===== config.mk =====
export PLATFORM = sky130hd
export DESIGN_NAME = bbte_engine
export DESIGN_NICKNAME = d
export VERILOG_FILES = /design/src/rtl/bbte_pkg.sv /design/src/rtl/bbte_engine.sv
export VERILOG_INCLUDE_DIRS = /design/src /design/src/rtl
export SDC_FILE = /design/constraint.sdc
export NUM_CORES = 1
export LEC_CHECK = 0
export ABC_AREA = 1
export BUFFER_PORTS_ARGS = -buffer_cell sky130_fd_sc_hd__buf_2
export CORE_ASPECT_RATIO = 1.25
export CORE_MARGIN = 10
export CORE_UTILIZATION = 50
export CTS_BUF_LIST = sky130_fd_sc_hd__clkbuf_8
export DETAILED_ROUTE_END_ITERATION = 16
export GPL_TIMING_DRIVEN = 0
export PLACE_DENSITY = 0.71
export SYNTH_ARGS = -nofsm -noshare
export SYNTH_HDL_FRONTEND = slang
export SYNTH_SLANG_ARGS = --single-unit

===== constraint.sdc =====
create_clock -name clk_sys -period 8.2 [get_ports clk_sys]
set_input_delay 0 -clock clk_sys [delete_from_list [all_inputs] [get_ports clk_sys]]
set_output_delay 0 -clock clk_sys [all_outputs]
set_load 0.05 [all_outputs]

===== src/rtl/bbte_cfg.svh =====
`ifndef BBTE_CFG_SVH
`define BBTE_CFG_SVH
// How it works
// - memory is a linear byte array; rows are byte runs spaced by an offset
// - source and destination row offsets are programmed separately
// - writing the command register starts a transfer; host writes it every time
// - control bit 20 reads back as busy while a transfer runs
// - engine handles byte misalignment between source and destination rows itself
// - vertical bit 1 means top to bottom; horizontal bit 1 means left to right
// - control holds an eight-bit raster op; 0cch is a plain source copy
// - transfer type 00 is screen to screen; other codes take host data
// - low two source address bits give start byte in first host doubleword
// - bytes left in the last host doubleword of a row are discarded
// - next row start byte is previous start plus low two offset bits
// - a host write during a host transfer is taken as source data only while host_ready is high
// - mono bits used bit 7 down to 0, bytes 0 to 3, left to right
// - mono source runs left to right only; the engine forces it whatever the horizontal bit says
// - mono moves to next doubleword after byte 3 bit 0; row end flushes
// - for mono, bytes per line counts expanded destination bytes
// - a three-operand raster unit combines source, destination and 8x8 pattern
`define BBTE_ROP_LSB 0
`define BBTE_INC_Y_BIT 8
`define BBTE_INC_X_BIT 9
`define BBTE_MONO_BIT 11
`define BBTE_TYPE_LSB 14
`define BBTE_BUSY_BIT 20
`define BBTE_ROP_COPY 8'hcc
`define BBTE_TYPE_SCREEN 2'h0
`define BBTE_CTRL_RESET 32'h0000_03cc
`endif


===== src/rtl/bbte_pkg.sv =====
package bbte_pkg;
    // memory request toward display memory
    typedef struct packed {
        logic rd;
        logic wr;
        logic [23:0] addr;
        logic [7:0] wdata;
    } bbte_mem_req_type;

    typedef enum logic [2:0] {
        ST_IDLE,
        ST_RD_SRC,
        ST_RD_DST,
        ST_WRITE,
        ST_WAIT_HOST,
        ST_ROW_END
    } bbte_state_type;
endpackage : bbte_pkg


===== src/rtl/bbte_engine.sv =====
`include "bbte_cfg.svh"
module bbte_engine #(
    parameter int ADDR_W = 24
) (
    // clock and reset
    input wire logic clk_sys,
    input wire logic rst,
    // register write port, one word per strobe
    input wire logic offset_we,
    input wire logic control_we,
    input wire logic src_addr_we,
    input wire logic dst_addr_we,
    input wire logic command_we,
    input wire logic [31:0] reg_wdata,
    // register read back
    output logic [31:0] blit_control_reg,
    output logic busy,
    // 8x8 pattern byte supplied by the pattern store, indexed by row and column
    output logic [2:0] pat_row,
    output logic [2:0] pat_col,
    input wire logic [7:0] pat_data,
    // mono expansion colours
    input wire logic [7:0] fg_color,
    input wire logic [7:0] bg_color,
    // host source data stream
    input wire logic host_wr,
    input wire logic [31:0] host_wdata,
    output logic host_ready,
    // display memory port, read data valid in the same cycle as mem_ack
    output bbte_pkg::bbte_mem_req_type mem_req,
    input wire logic mem_ack,
    input wire logic [7:0] mem_rdata
);

    // operating notes for whoever picks this block up next
    //
    // the engine sees display memory as one flat byte space. a transfer is a
    // stack of rows, each row a run of bytes, and each row sits one programmed
    // offset away from the last. nothing here knows about pixels or columns.
    //
    // register writes are plain strobes. control, source and destination are
    // locked while a transfer runs, so a stray write cannot bend a live blit.
    // the offset word is always taken; it is only read at row end.
    //
    // a command write with both halves nonzero is the only thing that starts
    // work. an empty command is dropped without a trace, on purpose: software
    // that polls busy then sees an idle engine and moves on.
    //
    // every destination byte costs a read and a write, even for op codes that
    // ignore the old value. that keeps one path for all 256 ops at the price
    // of bandwidth; a later version could skip the read for source-only ops.
    //
    // memory requests are registered and held until the memory acknowledges.
    // read data is taken in the same cycle as the acknowledge.
    //
    // host-fed transfers wait for one doubleword at a time. host_ready is only
    // raised while no word is held, so a word offered at the wrong moment is
    // never half taken. bytes of the word are used from the start position
    // onward; whatever is left when a row ends is thrown away.
    //
    // mono expansion of host data walks one source bit per destination byte, msb first,
    // and always runs left to right whatever the direction bit says.
    //
    // limitation: the engine does not detect overlap between source and
    // destination. software must pick the direction bits for that case.
    typedef struct packed {
        bbte_pkg::bbte_state_type st;
        logic [31:0] offset;
        logic [31:0] ctrl;
        logic [ADDR_W-1:0] src;
        logic [ADDR_W-1:0] dst;
        logic [ADDR_W-1:0] src_row;
        logic [ADDR_W-1:0] dst_row;
        logic [15:0] lines;
        logic [15:0] bytes;
        logic [15:0] col;
        logic [1:0] row_start;
        logic [1:0] bidx;
        logic [2:0] bit_i;
        logic have_word;
        logic [31:0] word;
        logic [7:0] sbyte;
        logic [7:0] dbyte;
        bbte_pkg::bbte_mem_req_type req;
    } bbte_state_struct_type;

    bbte_state_struct_type s_reg;
    bbte_state_struct_type s_next;

    // three-operand raster function: each bit picks one entry of the op code
    function automatic logic [7:0] rop3(input logic [7:0] op, input logic [7:0] p,
                                        input logic [7:0] sr, input logic [7:0] d);
        logic [7:0] r;
        r = 8'h00;
        for (int i = 0; i < 8; i++) begin
            r[i] = op[{p[i], sr[i], d[i]}];
        end
        return r;
    endfunction : rop3

    // step an address by one byte in the chosen direction
    function automatic logic [ADDR_W-1:0] step(input logic [ADDR_W-1:0] a, input logic up);
        return up ? a + ADDR_W'(1) : a - ADDR_W'(1);
    endfunction : step

    logic inc_x;
    logic inc_y;
    logic mono;
    logic host_src;
    logic [7:0] raster_op_code;
    logic [7:0] src_eff;

    assign raster_op_code = s_reg.ctrl[`BBTE_ROP_LSB +: 8];
    assign inc_y = s_reg.ctrl[`BBTE_INC_Y_BIT];
    // mono is forced left to right whatever the bit says
    assign mono = s_reg.ctrl[`BBTE_MONO_BIT];
    assign inc_x = s_reg.ctrl[`BBTE_INC_X_BIT] | mono;
    assign host_src = s_reg.ctrl[`BBTE_TYPE_LSB +: 2] != `BBTE_TYPE_SCREEN;

    // mono bit consumed msb first from the current byte of the word
    assign src_eff = mono ? (s_reg.sbyte[s_reg.bit_i] ? fg_color : bg_color)
                          : s_reg.sbyte;

    // busy read back in control bit 20
    always_comb begin
        blit_control_reg = s_reg.ctrl;
        blit_control_reg[`BBTE_BUSY_BIT] = s_reg.st != bbte_pkg::ST_IDLE;
    end

    assign busy = s_reg.st != bbte_pkg::ST_IDLE;
    assign mem_req = s_reg.req;
    assign pat_row = s_reg.lines[2:0];
    assign pat_col = s_reg.col[2:0];
    // only ask for a word when none is held, so an offered word is never lost
    assign host_ready = s_reg.st == bbte_pkg::ST_WAIT_HOST && !s_reg.have_word;

    always_comb begin
        s_next = s_reg;
        s_next.req.rd = 1'b0;
        s_next.req.wr = 1'b0;
        if (offset_we) begin
            s_next.offset = reg_wdata;
        end
        if (control_we && s_reg.st == bbte_pkg::ST_IDLE) begin
            s_next.ctrl = reg_wdata;
        end
        if (src_addr_we && s_reg.st == bbte_pkg::ST_IDLE) begin
            s_next.src = reg_wdata[ADDR_W-1:0];
        end
        if (dst_addr_we && s_reg.st == bbte_pkg::ST_IDLE) begin
            s_next.dst = reg_wdata[ADDR_W-1:0];
        end
        unique case (s_reg.st)
            bbte_pkg::ST_IDLE: begin
                // only a command write launches a transfer
                if (command_we && reg_wdata[31:16] != 16'h0000
                        && reg_wdata[15:0] != 16'h0000) begin
                    s_next.lines = reg_wdata[31:16];
                    s_next.bytes = reg_wdata[15:0];
                    s_next.col = 16'h0000;
                    s_next.src_row = s_reg.src;
                    s_next.dst_row = s_reg.dst;
                    s_next.row_start = s_reg.src[1:0];
                    s_next.bidx = s_reg.src[1:0];
                    s_next.bit_i = 3'h7;
                    s_next.have_word = 1'b0;
                    s_next.st = host_src ? bbte_pkg::ST_WAIT_HOST : bbte_pkg::ST_RD_SRC;
                end
            end

            // host source: take a word when none is held, then pick out the
            // byte that the current index points at. the byte goes straight
            // on to the destination read; the word stays for the next bytes.
            bbte_pkg::ST_WAIT_HOST: begin
                if (s_reg.have_word) begin
                    s_next.sbyte = s_reg.word[8*s_reg.bidx +: 8];
                    s_next.st = bbte_pkg::ST_RD_DST;
                end else if (host_wr) begin
                    s_next.word = host_wdata;
                    s_next.have_word = 1'b1;
                end
            end

            // screen source: one byte read per destination byte. the request
            // is raised every cycle and dropped the cycle the answer lands.
            bbte_pkg::ST_RD_SRC: begin
                // screen source: per-byte reads absorb any misalignment
                s_next.req.rd = 1'b1;
                s_next.req.addr = s_reg.src;
                if (s_reg.req.rd && mem_ack) begin
                    s_next.req.rd = 1'b0;
                    s_next.sbyte = mem_rdata;
                    s_next.st = bbte_pkg::ST_RD_DST;
                end
            end

            // destination read: the old byte feeds the raster unit. done for
            // every op code, trading bandwidth for a single data path.
            bbte_pkg::ST_RD_DST: begin
                // destination is always read so every op code works
                s_next.req.rd = 1'b1;
                s_next.req.addr = s_reg.dst;
                if (s_reg.req.rd && mem_ack) begin
                    s_next.req.rd = 1'b0;
                    s_next.dbyte = mem_rdata;
                    s_next.st = bbte_pkg::ST_WRITE;
                end
            end

            // write the combined byte, then step the column and the source
            // pointer. in mono host mode the source pointer is a bit index inside
            // the held byte; a byte is only left once its last bit is used.
            // the column count is in destination bytes for both kinds.
            bbte_pkg::ST_WRITE: begin
                s_next.req.wr = 1'b1;
                s_next.req.addr = s_reg.dst;
                s_next.req.wdata = rop3(raster_op_code, pat_data, src_eff, s_reg.dbyte);
                if (s_reg.req.wr && mem_ack) begin
                    s_next.req.wr = 1'b0;
                    s_next.dst = step(s_reg.dst, inc_x);
                    s_next.col = s_reg.col + 16'h0001;
                    s_next.st = host_src ? bbte_pkg::ST_WAIT_HOST : bbte_pkg::ST_RD_SRC;
                    if (!host_src) begin
                        s_next.src = step(s_reg.src, inc_x);
                    end else if (!mono || s_reg.bit_i == 3'h0) begin
                        // move to the next source byte; new word after byte 3
                        s_next.bit_i = 3'h7;
                        s_next.bidx = 2'(s_reg.bidx + 2'h1);
                        if (s_reg.bidx == 2'h3) begin
                            s_next.have_word = 1'b0;
                        end
                    end else begin
                        s_next.bit_i = s_reg.bit_i - 3'h1;
                    end
                    if (s_reg.col + 16'h0001 == s_reg.bytes) begin
                        s_next.st = bbte_pkg::ST_ROW_END;
                    end
                end
            end

            // one cycle between rows: move both row pointers by their own
            // offset, in the vertical direction chosen, and work out where the
            // next host row starts inside its first word. the last row ends
            // the transfer and drops busy.
            bbte_pkg::ST_ROW_END: begin
                // rows are linear byte runs spaced by their own offset
                s_next.col = 16'h0000;
                s_next.lines = s_reg.lines - 16'h0001;
                s_next.src_row = inc_y ? s_reg.src_row + ADDR_W'(s_reg.offset[15:0])
                                       : s_reg.src_row - ADDR_W'(s_reg.offset[15:0]);
                s_next.dst_row = inc_y ? s_reg.dst_row + ADDR_W'(s_reg.offset[31:16])
                                       : s_reg.dst_row - ADDR_W'(s_reg.offset[31:16]);
                s_next.src = s_next.src_row;
                s_next.dst = s_next.dst_row;
                // leftover bytes or bits of the word are dropped here
                s_next.have_word = 1'b0;
                s_next.row_start = 2'(s_reg.row_start + s_reg.offset[1:0]);
                s_next.bidx = 2'(s_reg.row_start + s_reg.offset[1:0]);
                s_next.bit_i = 3'h7;
                if (s_reg.lines == 16'h0001) begin
                    s_next.st = bbte_pkg::ST_IDLE;
                end else begin
                    s_next.st = host_src ? bbte_pkg::ST_WAIT_HOST : bbte_pkg::ST_RD_SRC;
                end
            end

            // unused state codes fall back to idle
            default: begin
                s_next.st = bbte_pkg::ST_IDLE;
            end
        endcase
    end


    // single state register; reset loads constants only, with the control
    // word at its documented default so a plain copy is ready to go
    always_ff @(posedge clk_sys or posedge rst) begin
        if (rst) begin
            s_reg <= '0;
            s_reg.ctrl <= `BBTE_CTRL_RESET;
        end else begin
            s_reg <= s_next;
        end
    end
endmodule : bbte_engine


==> impl_results.md, run 1 <==
* Routed WL per cell at 23.4 um
* FF+latch count, synth at 300
* Comb pwr share at 0.650
* Port bufs at 177
* Startpoint Class: flop
* Starting DRT DRC Count at 2,223
* CP startpoint: s_reg[266]
* Post-cts resize count at 0
* Gpl congestion at 1.05
* Internal at 5.80 mW
* Layout cell share with drive strength beyond 1 at 0.150
* Vias after detailed routing at 23,600
* Dpl hpwl at 72,800 um
* Max Cap Viol at 0
* Pwr/cell area at 487 nW/um^2
* Total CTS buffers at 53
* All-Layer GR Usage at 0.342
* Total negative setup slack at 0 ps
* Worst r2r path cells at 21
* Yosys cell types at 62
* Mapped Cells at 3,039
* Clock transition at the registers of the reported paths at 60 ps
* Crit. End Element: flop
* Post-synth top area share at 0.333
* Leakage at 12.7 nW
* Max-slew headroom at 0.343
* Post-synth top flop: dfrtp_1
* Final hold violation count at 0
* Avg Inst Size Synth at 7.28 sq um
* Sink Count at 300
* CORE AREA at 43,900 sq um
* HP Start: bg_color[6]
* Worst r2r src: s_reg[266]
* Fin. max-slew vios at 0
* NetSw at 6.92 mW
* Crit path DAT at 4870 ps
* Sequential fraction of the synthesis area at 0.340
* CTS tree: done
* Clock Skew at 43.9 ps
* Die Span X at 208 um
* Final Power at 12.7 mW
* Min-Delay Path Class: input port to flop
* R2r setup slk at 3890 ps
* Setup Fix Bufs, Post-CTS at 0
* Clock H-tree levels at 2
* Kind of critical path: flop to flop
* Final #Nets at 3,595
* Post-route DRC at 0
* Sw Ratio at 0.544
* Row count at 86
* Crit-path max FO at 5
* CTS max path bufs at 3
* Required @ worst endpoint at 8760 ps
* First-pass DRT Iterations at 6
* Fmax at 232 MHz
* Ys async rst share at 1.00
* Fin crit period at 4310 ps
* Total gr overflow at 0
* Top Ports at 179
* Largest net degree at the start of global routing at 43
* Die ar. at 53,100 sq um
* Syn Std Cell Area at 22,100 sq um
* Max VDD drop at 0.296 mV
* Status: completed
* Hold Buf Count CTS at 103
* R2r endpoint: s_reg[185]
* Worst-Margin Slew at 975 ps
* Initial Util at 0.504
* Latest clock arrival within the worst-skew pair at 670 ps
* Die Span Y at 255 um
* Flop pwr share at 0.225
* P&R area growth vs syn at 18.2%
* Routed Antenna Nets at 0
* Global-route wire length before repair at 139,000 um
* Largest area contributor in the netlist: dfrtp_1
* Unrepaired setup endpoints after global routing: no
* WL final at 93,500 um
* Max reg flops at 229
* Number of setup violations in the final report at 0
* Clock Power Share at 0.125
* Total of warnings raised by yosys at 0
* Leading post-synthesis cells by cell area: dfrtp_1, nand2_1, o21ai_0
* Syn Nets at 3,251
* CP Capture Point: s_reg[185]
* Crit share post-route at 0.525
* Vias/cell at 5.90
* Initial antenna violation count at 3
* Post-synth EDFFs at 0
* Number of global-route vias before repair at 23,200
* Clock root buffer: clkbuf_8
==> layer usage <==
metal | vias to the layer above | wire length [um] | part of all wire | track usage
met5 | - | 0 | 0 | 0
met3 | 362 | 6710 | 0.072 | 0.0637
met1 | 11100 | 33700 | 0.36 | 0.368
met4 | 0 | 8360 | 0.089 | 0.270
met2 | 1141 | 44800 | 0.48 | 0.587
li1 | 10900 | - | - | -
==> critical path, cell delays in order, from the launching register on <==
cell      delay [ps]
dfrtp_1          450
inv_1            100
ha_1             170
nand3_1          100
nand3b_1         210
nor3_1           300
nand3_1          180
nor3_1           240
nand3_1          120
nand2_1          280
nand2_1          100
ha_1             360
nand2_1          110
nor3_1           370
nand2_1          130
nor4_1           180
nand2_1           80
nand2_1          100
inv_1             50
nand2_1           60
nand3_1          280
a21oi_1          240
==> layout make-up <==
class | count | area (sq um)
Buffer | 171 | 1050
Clock buffer | 68 | 936
Tap cell | 572 | 716
Inverter | 264 | 997
Fill cell | 4167 | 17800
Sequential cell | 300 | 7510
Timing Repair Buffer | 289 | 2100
Clock inverter | 25 | 245
Multi-Input combinational cell | 2304 | 12600
Antenna cell | 3 | 7.51
==> power groups by stage <==
stage	registers (mW)	logic (mW)	clock network, mW
floorplan	2.50	5.95	0
global placement	2.82	7.87	0
detailed placement	2.84	7.99	0
CTS	2.82	8.13	1.61
global route	2.89	9.07	1.67
finish	2.86	8.27	1.60
==> how the worst min path moves through the flow <==
stage | end | slack, ps | depth (start not counted)
floorplan | s_reg[266] | 120 | 2
global placement | s_reg[78] | 230 | 2
detailed placement | s_reg[71] | 190 | 2
CTS | mem_req[6] | 10 | 10
global route | mem_req[1] | 100 | 9
finish | mem_req[6] | 30 | 10
==> layout by cell type (no fill, tap or decap), types with 10 or more instances in the layout <==
cell type,instances
dfrtp_1,294
nor2_1,285
ha_1,103
a31oi_1,11
o221ai_1,18
inv_1,256
o21ai_1,16
clkbuf_1,41
buf_2,203
mux2_4,30
xor2_1,42
buf_6,11
dlygate4sd3_1,103
a21o_1,10
o21bai_1,13
o22ai_1,15
clkbuf_8,68
nand3_1,210
mux2_2,15
nor4_1,16
o21ai_0,365
buf_1,14
nor3_1,38
o22ai_2,10
inv_2,13
o211ai_1,35
buf_4,79
a21oi_1,232
or2_2,18
nand2_1,674
nand3b_1,32
nand4_1,43
==> stage by stage <==
step	cells	utilization	hold slack (ps)	cell area, sq um	setup WS, ps
floorplan	3039	-	117	22100	4220
global placement	3788	0.540	235	23700	2380
detailed placement	3797	0.545	192	23900	4080
CTS	3993	0.595	11.6	26100	4030
global route	3993	0.595	97.1	26100	3530
finish	3996	0.595	32.9	26100	3890
==> logic make-up (layout without fill, tap and decap cells) <==
| group | after synthesis | count (layout) | synth area share |
|---|---|---|---|
| other | 0 | 3 | 0 |
| AOI/OAI and AO/OA | 749 | 749 | 0.188 |
| buffers and inverters | 435 | 817 | 0.0925 |
| and+or+nand+nor | 1353 | 1353 | 0.269 |
| DFF | 300 | 300 | 0.340 |
| adders and majority gates | 107 | 107 | 0.0619 |
| xor gates and xnor gates | 50 | 50 | 0.0210 |
| muxes | 45 | 45 | 0.0280 |
==> synthesized netlist by cell type, drive strengths merged (40+ instances only) <==
master / instances
nand4: 44
ha: 103
nand3: 212
dfrtp: 294
inv: 261
mux2: 45
xor2: 42
a21oi: 233
nor3: 40
o21ai: 381
clkbuf: 41
buf: 130
nor2: 304
nand2: 680
No activity file was read; power rests on OpenSTA's default activity.
==> inputs of run 2 (changes only) <==
--- a/config.mk
+++ b/config.mk
@@ -6,7 +6,7 @@
 export SDC_FILE = /design/constraint.sdc
 export NUM_CORES = 1
 export LEC_CHECK = 0
-export ABC_AREA = 1
+export ABC_AREA = 0
 export BUFFER_PORTS_ARGS = -buffer_cell sky130_fd_sc_hd__buf_2
 export CORE_ASPECT_RATIO = 1.25
 export CORE_MARGIN = 10
==> constraint.sdc (replaced) <==
create_clock -name clk_sys -period 3.79 [get_ports clk_sys]
set_input_delay 0 -clock clk_sys [delete_from_list [all_inputs] [get_ports clk_sys]]
set_output_delay 0 -clock clk_sys [all_outputs]
set_load 0.05 [all_outputs]
==> impl_results.md, run 2 <==
* CP startpoint: s_reg[299]
* Final hold violation count at 0 (unchanged)
* Largest area contributor in the netlist: dfrtp_1
* Most common cell after layout, fill and taps aside: dfrtp_1
* Clock root buffer: clkbuf_8
* Crit path DAT at 4370 ps (-500 ps)
* Cell count after placement at 2,837 (-25%)
* CTS max path bufs at 3 (unchanged)
* Fin crit period at 3840 ps (-461 ps)
* Total CTS buffers at 51 (-3.8%)
* Status: complete, but fails checks
* Vias after detailed routing at 19,400 (-18%)
* Post-route insts no fill at 3,046 (-24%)
* Avg Inst Size Synth at 9.39 sq um (+29%)
* WL final at 77,500 um (-17%)
* Global-route wire length before repair at 115,000 um (-17%)
* Post-route DRC at 0 (unchanged)
* Max reg flops at 229 (unchanged)
* Syn Nets at 2,361 (-27%)
* Compound-Gate Fraction of Synth Area at 0.193 (+0.00524)
* XOR/XNOR Fraction of Synth Area at 0.0586 (+0.0376)
* Latest clock arrival within the worst-skew pair at 630 ps (-40 ps)
* Adder-cell share of the synthesized area at 0.0678 (+0.00596)
* Row count at 82 (-4.7%)
* Number of setup violations in the final report at 1 (+1)
* Top-count cell post-synth: dfrtp_1
* Total gr overflow at 0 (unchanged)
* Most frequent cells in the layout: dfrtp_1, nand2_1, buf_2
* Largest family of logic cells by synthesized area: compound AO/OA/AOI/OAI gates
* Syn Std Cell Area at 20,200 sq um (-8.8%)
* Largest net degree at the start of global routing at 46 (+7.0%)
* Fmax at 260 MHz (+12%)
* Layout cell share with drive strength beyond 1 at 0.227 (+0.0775)
* Kind of critical path: flop to flop
* Dpl hpwl at 55,700 um (-23%)
* Sequential fraction of the synthesis area at 0.372 (+0.0327)
* Routed Antenna Nets at 0 (unchanged)
* HP Start: command_we
* Routed WL per cell at 25.4 um (+8.6%)
* P&R area growth vs syn at 21.5%
* Crit-path max FO at 10 (+5)
* Die ar. at 48,800 sq um (-8.0%)
* Worst r2r src: s_reg[299]
* Internal at 12.9 mW (+120%)
* Min-Delay Path Class: input port to flop
* Max VDD drop at 0.663 mV (+120%)
* Die Span Y at 245 um (-4.1%)
* Max-slew headroom at 0.214 (-0.129)
* Comb pwr share at 0.632 (-0.018)
* Leakage at 11.3 nW (-10%)
* Worst r2r path cells at 8 (-62%)
* Initial antenna violation count at 3 (unchanged)
* CORE AREA at 40,000 sq um (-8.9%)
* Clock H-tree levels at 2 (unchanged)
* NetSw at 12.7 mW (+83%)
* Clock Power Share at 0.132 (+0.007)
* Pwr/cell area at 1040 nW/um^2 (+110%)
* CTS tree: done
* Flop pwr share at 0.237 (+0.012)
* Starting DRT DRC Count at 1,862 (-16%)
* Mapped Cells at 2,149 (-29%)
* Fin. max-slew vios at 0 (unchanged)
* Final #Nets at 2,715 (-24%)
* Yosys cell types at 87 (+40%)
* Worst-Margin Slew at 1170 ps (+199 ps)
* Crit share post-route at 1.01 (+0.489)
* Sw Ratio at 0.495 (-0.0487)
* All-Layer GR Usage at 0.308 (-0.0334)
* Sink Count at 300 (unchanged)
* Post-synth top flop: dfrtp_1
* Post-synth EDFFs at 0 (unchanged)
* Clock Skew at 28.5 ps (-15.4 ps)
* Dpl cell area at 21,900 sq um (-8.6%)
* Hold path cells at 5 (-5)
* Required @ worst endpoint at 4310 ps (-4450 ps)
* Startpoint Class: flop
* Max Cap Viol at 0 (unchanged)
* Initial Util at 0.504 (about the same)
* Top Ports at 179 (unchanged)
* Die Span X at 200 um (-4.1%)
* FF+latch count, synth at 300 (unchanged)
* Port bufs at 176 (-0.56%)
* Mux share of post-synthesis cell area at 0.122 (+0.0945)
* Failing checks: setup timing
* Crit path setup slack, layout at -54.7 ps (-3950 ps)
* Fillcell total at 3,340 (-20%)
* Total of warnings raised by yosys at 0 (unchanged)
* First-pass DRT Iterations at 7 (+1)
* Post-route cell area at 24,500 sq um (-6.3%)
* Unrepaired setup endpoints after global routing: yes
* Ys async rst share at 1.00 (unchanged)
* Clock transition at the registers of the reported paths at 70 ps (about the same)
* Leading post-synthesis cells by cell area: dfrtp_1, ha_1, mux2_2
* Post-synth top area share at 0.365 (+0.0320)
* Number of global-route vias before repair at 19,300 (-17%)
* Gpl congestion at 1.05 (about the same)
* Simple-gate share of the synthesized area at 0.133 (-0.137)
* Crit. End Element: flop
* Post-synth top cells: dfrtp_1, nand2_1, a21oi_1, nor2_1, o21ai_0
* Vias/cell at 6.35 (+7.8%)
[run 2: stage by stage]
step                      setup WS, ps  hold slack (ps)  TNS [ps]  power, mW  utilization
after floorplan                   -192              105    -56490       17.2            -
after global placement           -2050              234   -641890       20.7        0.542
after detailed placement         -1210            -20.1    -50780       21.1        0.546
after CTS                        -5.68             8.49     -5.68       24.8        0.603
after global routing             -53.0             81.0      -222       27.1        0.612
final                            -54.7             53.1     -54.7       25.6        0.612
[run 2: metal layers]
metal	routed length, um	global-route usage	vias to the layer above
li1	-	-	8545
met1	28700	0.357	9445
met2	36100	0.499	1033
met3	6750	0.0650	326
met4	5910	0.219	4
met5	31	0	-
[run 2: worst paths after layout]
path,to,slack (ps)
worst max-delay path,s_reg[145],-50
worst min-delay path,s_reg[82],50
worst max register to register,s_reg[145],-50
worst min register to register,mem_req[1],500
max in group asynchronous,s_reg[148],2030
min in group asynchronous,s_reg[118],480
[run 2: cells by family after synthesis]
group                      count (synthesis)
AOI/OAI and AO/OA                        612
xor gates and xnor gates                 135
adders and majority gates                107
buffers and inverters                    207
DFF                                      300
muxes                                    195
and+or+nand+nor                          593
[run 2: cell type report]
cell class                      count  area [sq um]  area share
Multi-Input combinational cell   1644         11900       0.486
Antenna cell                        1          2.50    0.000102
Timing Repair Buffer              301          2160      0.0881
Inverter                           37           143     0.00582
Tap cell                          504           631      0.0257
Clock inverter                     22           215     0.00878
Sequential cell                   300          7520       0.307
Clock buffer                       69           950      0.0388
Buffer                            168           962      0.0393
[run 2: worst max-delay path, cell delays in order, from the launching register on]
cell	delay [ps]
dfrtp_1	320
buf_2	240
and2b_1	320
and2_1	240
clkbuf_1	300
nor2_1	940
clkbuf_1	900
a21oi_1	270
o21ai_0	200
[run 2: what timing repair did]
action | CTS | global route
endpoints found under the hold margin | 395 | 0
buffers inserted | 13 | 15
pin swaps | 10 | 21
gates resized for setup | 29 | 52
gates cloned | 2 | 0
hold buffers | 89 | 0
setup endpoints to repair | 75 | 38
[run 2: power groups by stage]
stage | combinational (mW) | clock (mW) | sequential (mW)
global placement | 14.9 | 0 | 5.87
global route | 17.5 | 3.53 | 6.14
CTS | 15.5 | 3.40 | 5.95
finish | 16.2 | 3.37 | 6.06
detailed placement | 15.2 | 0 | 5.93
floorplan | 11.8 | 0 | 5.33
==> inputs of run 3 (changes only) <==
--- a/config.mk
+++ b/config.mk
@@ -6,7 +6,7 @@
 export SDC_FILE = /design/constraint.sdc
 export NUM_CORES = 1
 export LEC_CHECK = 0
-export ABC_AREA = 0
+export ABC_AREA = 1
 export BUFFER_PORTS_ARGS = -buffer_cell sky130_fd_sc_hd__buf_2
 export CORE_ASPECT_RATIO = 1.25
 export CORE_MARGIN = 10
==> impl_results.md, run 3 (same netlist as run 1, synthesis figures left out) <==
* Crit. End Element: flop
* Port bufs at 177 (+0.57%)
* Number of setup violations in the final report at 0 (-1)
* Routed WL per cell at 23.7 um (-6.8%)
* Pre-CTS WS at -399 ps (+811 ps)
* All-Layer GR Usage at 0.349 (+0.0402)
* Pwr/cell area at 1060 nW/um^2 (+1.2%)
* Final #Nets at 3,642 (+34%)
* Die Span Y at 255 um (+4.3%)
* CTS tree: done
* Startpoint Class: flop
* Initial antenna violation count at 5 (+2)
* Final hold violation count at 0 (unchanged)
* Starting DRT DRC Count at 2,339 (+26%)
* Die ar. at 53,100 sq um (+8.7%)
* Vias after detailed routing at 24,000 (+24%)
* Worst-Margin Slew at 1390 ps (+212 ps)
* Initial Util at 0.504 (about the same)
* Post-route cell area at 27,000 sq um (+10%)
* First-pass DRT Iterations at 6 (-1)
* Kind of critical path: flop to flop
* Crit path setup slack, layout at 67.4 ps (+122 ps)
* Required @ worst endpoint at 4370 ps (+60 ps)
* CTS max path bufs at 3 (unchanged)
* Total gr overflow at 0 (unchanged)
* Final core utilization at 0.615 (+0.00203)
* Gpl congestion at 1.02 (-2.8%)
* Clock H-tree levels at 2 (unchanged)
* Max reg flops at 229 (unchanged)
* Global-route wire length before repair at 142,000 um (+23%)
* Crit share post-route at 0.982 (-0.0322)
* Dpl cell area at 23,900 sq um (+9.3%)
* Fmax at 269 MHz (+3.3%)
* Fin. max-slew vios at 0 (unchanged)
* Post-route DRC at 0 (unchanged)
* Status: completed
* Sink Count at 300 (unchanged)
* Final Power at 28.5 mW (+11%)
* Fin crit period at 3720 ps (-122 ps)
* R2r setup slk at 70 ps (+120 ps)
* Vias/cell at 5.93 (-6.6%)
* Clock Skew at 24.1 ps (-4.42 ps)
* CORE AREA at 43,900 sq um (+9.7%)
* Clock transition at the registers of the reported paths at 70 ps (about the same)
* Latest clock arrival within the worst-skew pair at 670 ps (+40 ps)
* Crit-path max FO at 4 (-6)
* Max VDD drop at 0.593 mV (-11%)
* Clock root buffer: clkbuf_8
* Min-Delay Path Class: input port to async pin
* Most common cell after layout, fill and taps aside: nand2_1
* Dpl hpwl at 72,800 um (+31%)
* Total CTS buffers at 52 (+2.0%)
* WHS at 69.0 ps (+15.9 ps)
* P&R area growth vs syn at 22.0%
* WL final at 95,900 um (+24%)
* Row count at 86 (+4.9%)
* Top Ports at 179 (unchanged)
* Die Span X at 208 um (+4.2%)
* Layout cell share with drive strength beyond 1 at 0.171 (-0.0562)
* Max-slew headroom at 0.0659 (-0.148)
* Crit path DAT at 4300 ps (-70 ps)
* Max Cap Viol at 0 (unchanged)
* Number of global-route vias before repair at 23,700 (+23%)
* Routed Antenna Nets at 0 (unchanged)
* Most frequent cells in the layout: nand2_1, o21ai_0, dfrtp_1
* Leakage at 12.9 nW (+14%)
* Largest net degree at the start of global routing at 43 (-6.5%)
## run 3: final cells by class
class                      instances  area, sq um
fill                            4021        16900
multi-input combinational       2304        13000
sequential                       300         7520
timing repair buffer             337         2550
buffer                           171         1060
inverter                         264         1000
clock buffer                      65          895
tap                              572          716
clock inverter                    27          260
antenna                            6         15.0
## run 3: power by group
group          switching [mW]  leakage, nW  total, mW  internal, mW
logic                    12.3         8.62       18.9          6.55
registers                1.65         3.68       6.26          4.60
clock network            1.47        0.642       3.36          1.89
## run 3: final timing paths
kind                        startpoint  cells past startpoint          to
max reg2reg                 s_reg[267]                     22  s_reg[185]
min reg2reg                 mem_req[0]                      2  mem_req[0]
min                                rst                      3   s_reg[71]
max                         s_reg[267]                     22  s_reg[185]
max in group asynchronous          rst                      6  s_reg[166]
min in group clk_sys       bg_color[7]                     10  mem_req[7]
## run 3: metrics by stage
| stage | setup TNS (ps) | instances |
|---|---|---|
| after detailed placement | -4840 | 3796 |
| after CTS | -27.9 | 4028 |
| final | 0 | 4046 |
| after global placement | -602140 | 3788 |
| after floorplan | -56490 | 3039 |
| after global routing | -887 | 4042 |
## run 3: critical path, stage by stage, from the launching register on
cell and delay [ps]:
dfrtp_1 400, inv_2 90, ha_4 140, nand3_2 80, nand3b_1 220, nor3_2 240, nand3_1 160, nor3_2 270
nand3_2 130, nand2_4 100, buf_12 120, nand2_4 50, ha_4 350, nand2_4 60, nor3_4 250, nand2_2 110
nor4_2 250, nand2_1 90, nand2_2 110, inv_2 40, nand2_2 60, nand3_4 130, a21oi_2 160
## run 3: routing by layer
metal	vias up	wire, um	global-route usage
met4	2	7810	0.272
met1	11400	35200	0.384
met2	1224	45800	0.594
met5	-	13	0
met3	375	7100	0.0599
li1	11100	-	-
## run 3: repair_timing
item | in CTS | in global routing
hold buffers | 140 | 0
buffers inserted | 0 | 12
resized for setup | 17 | 91
endpoints found under the hold margin | 224 | 0
setup endpoints to repair | 35 | 59
pin swaps | 1 | 26
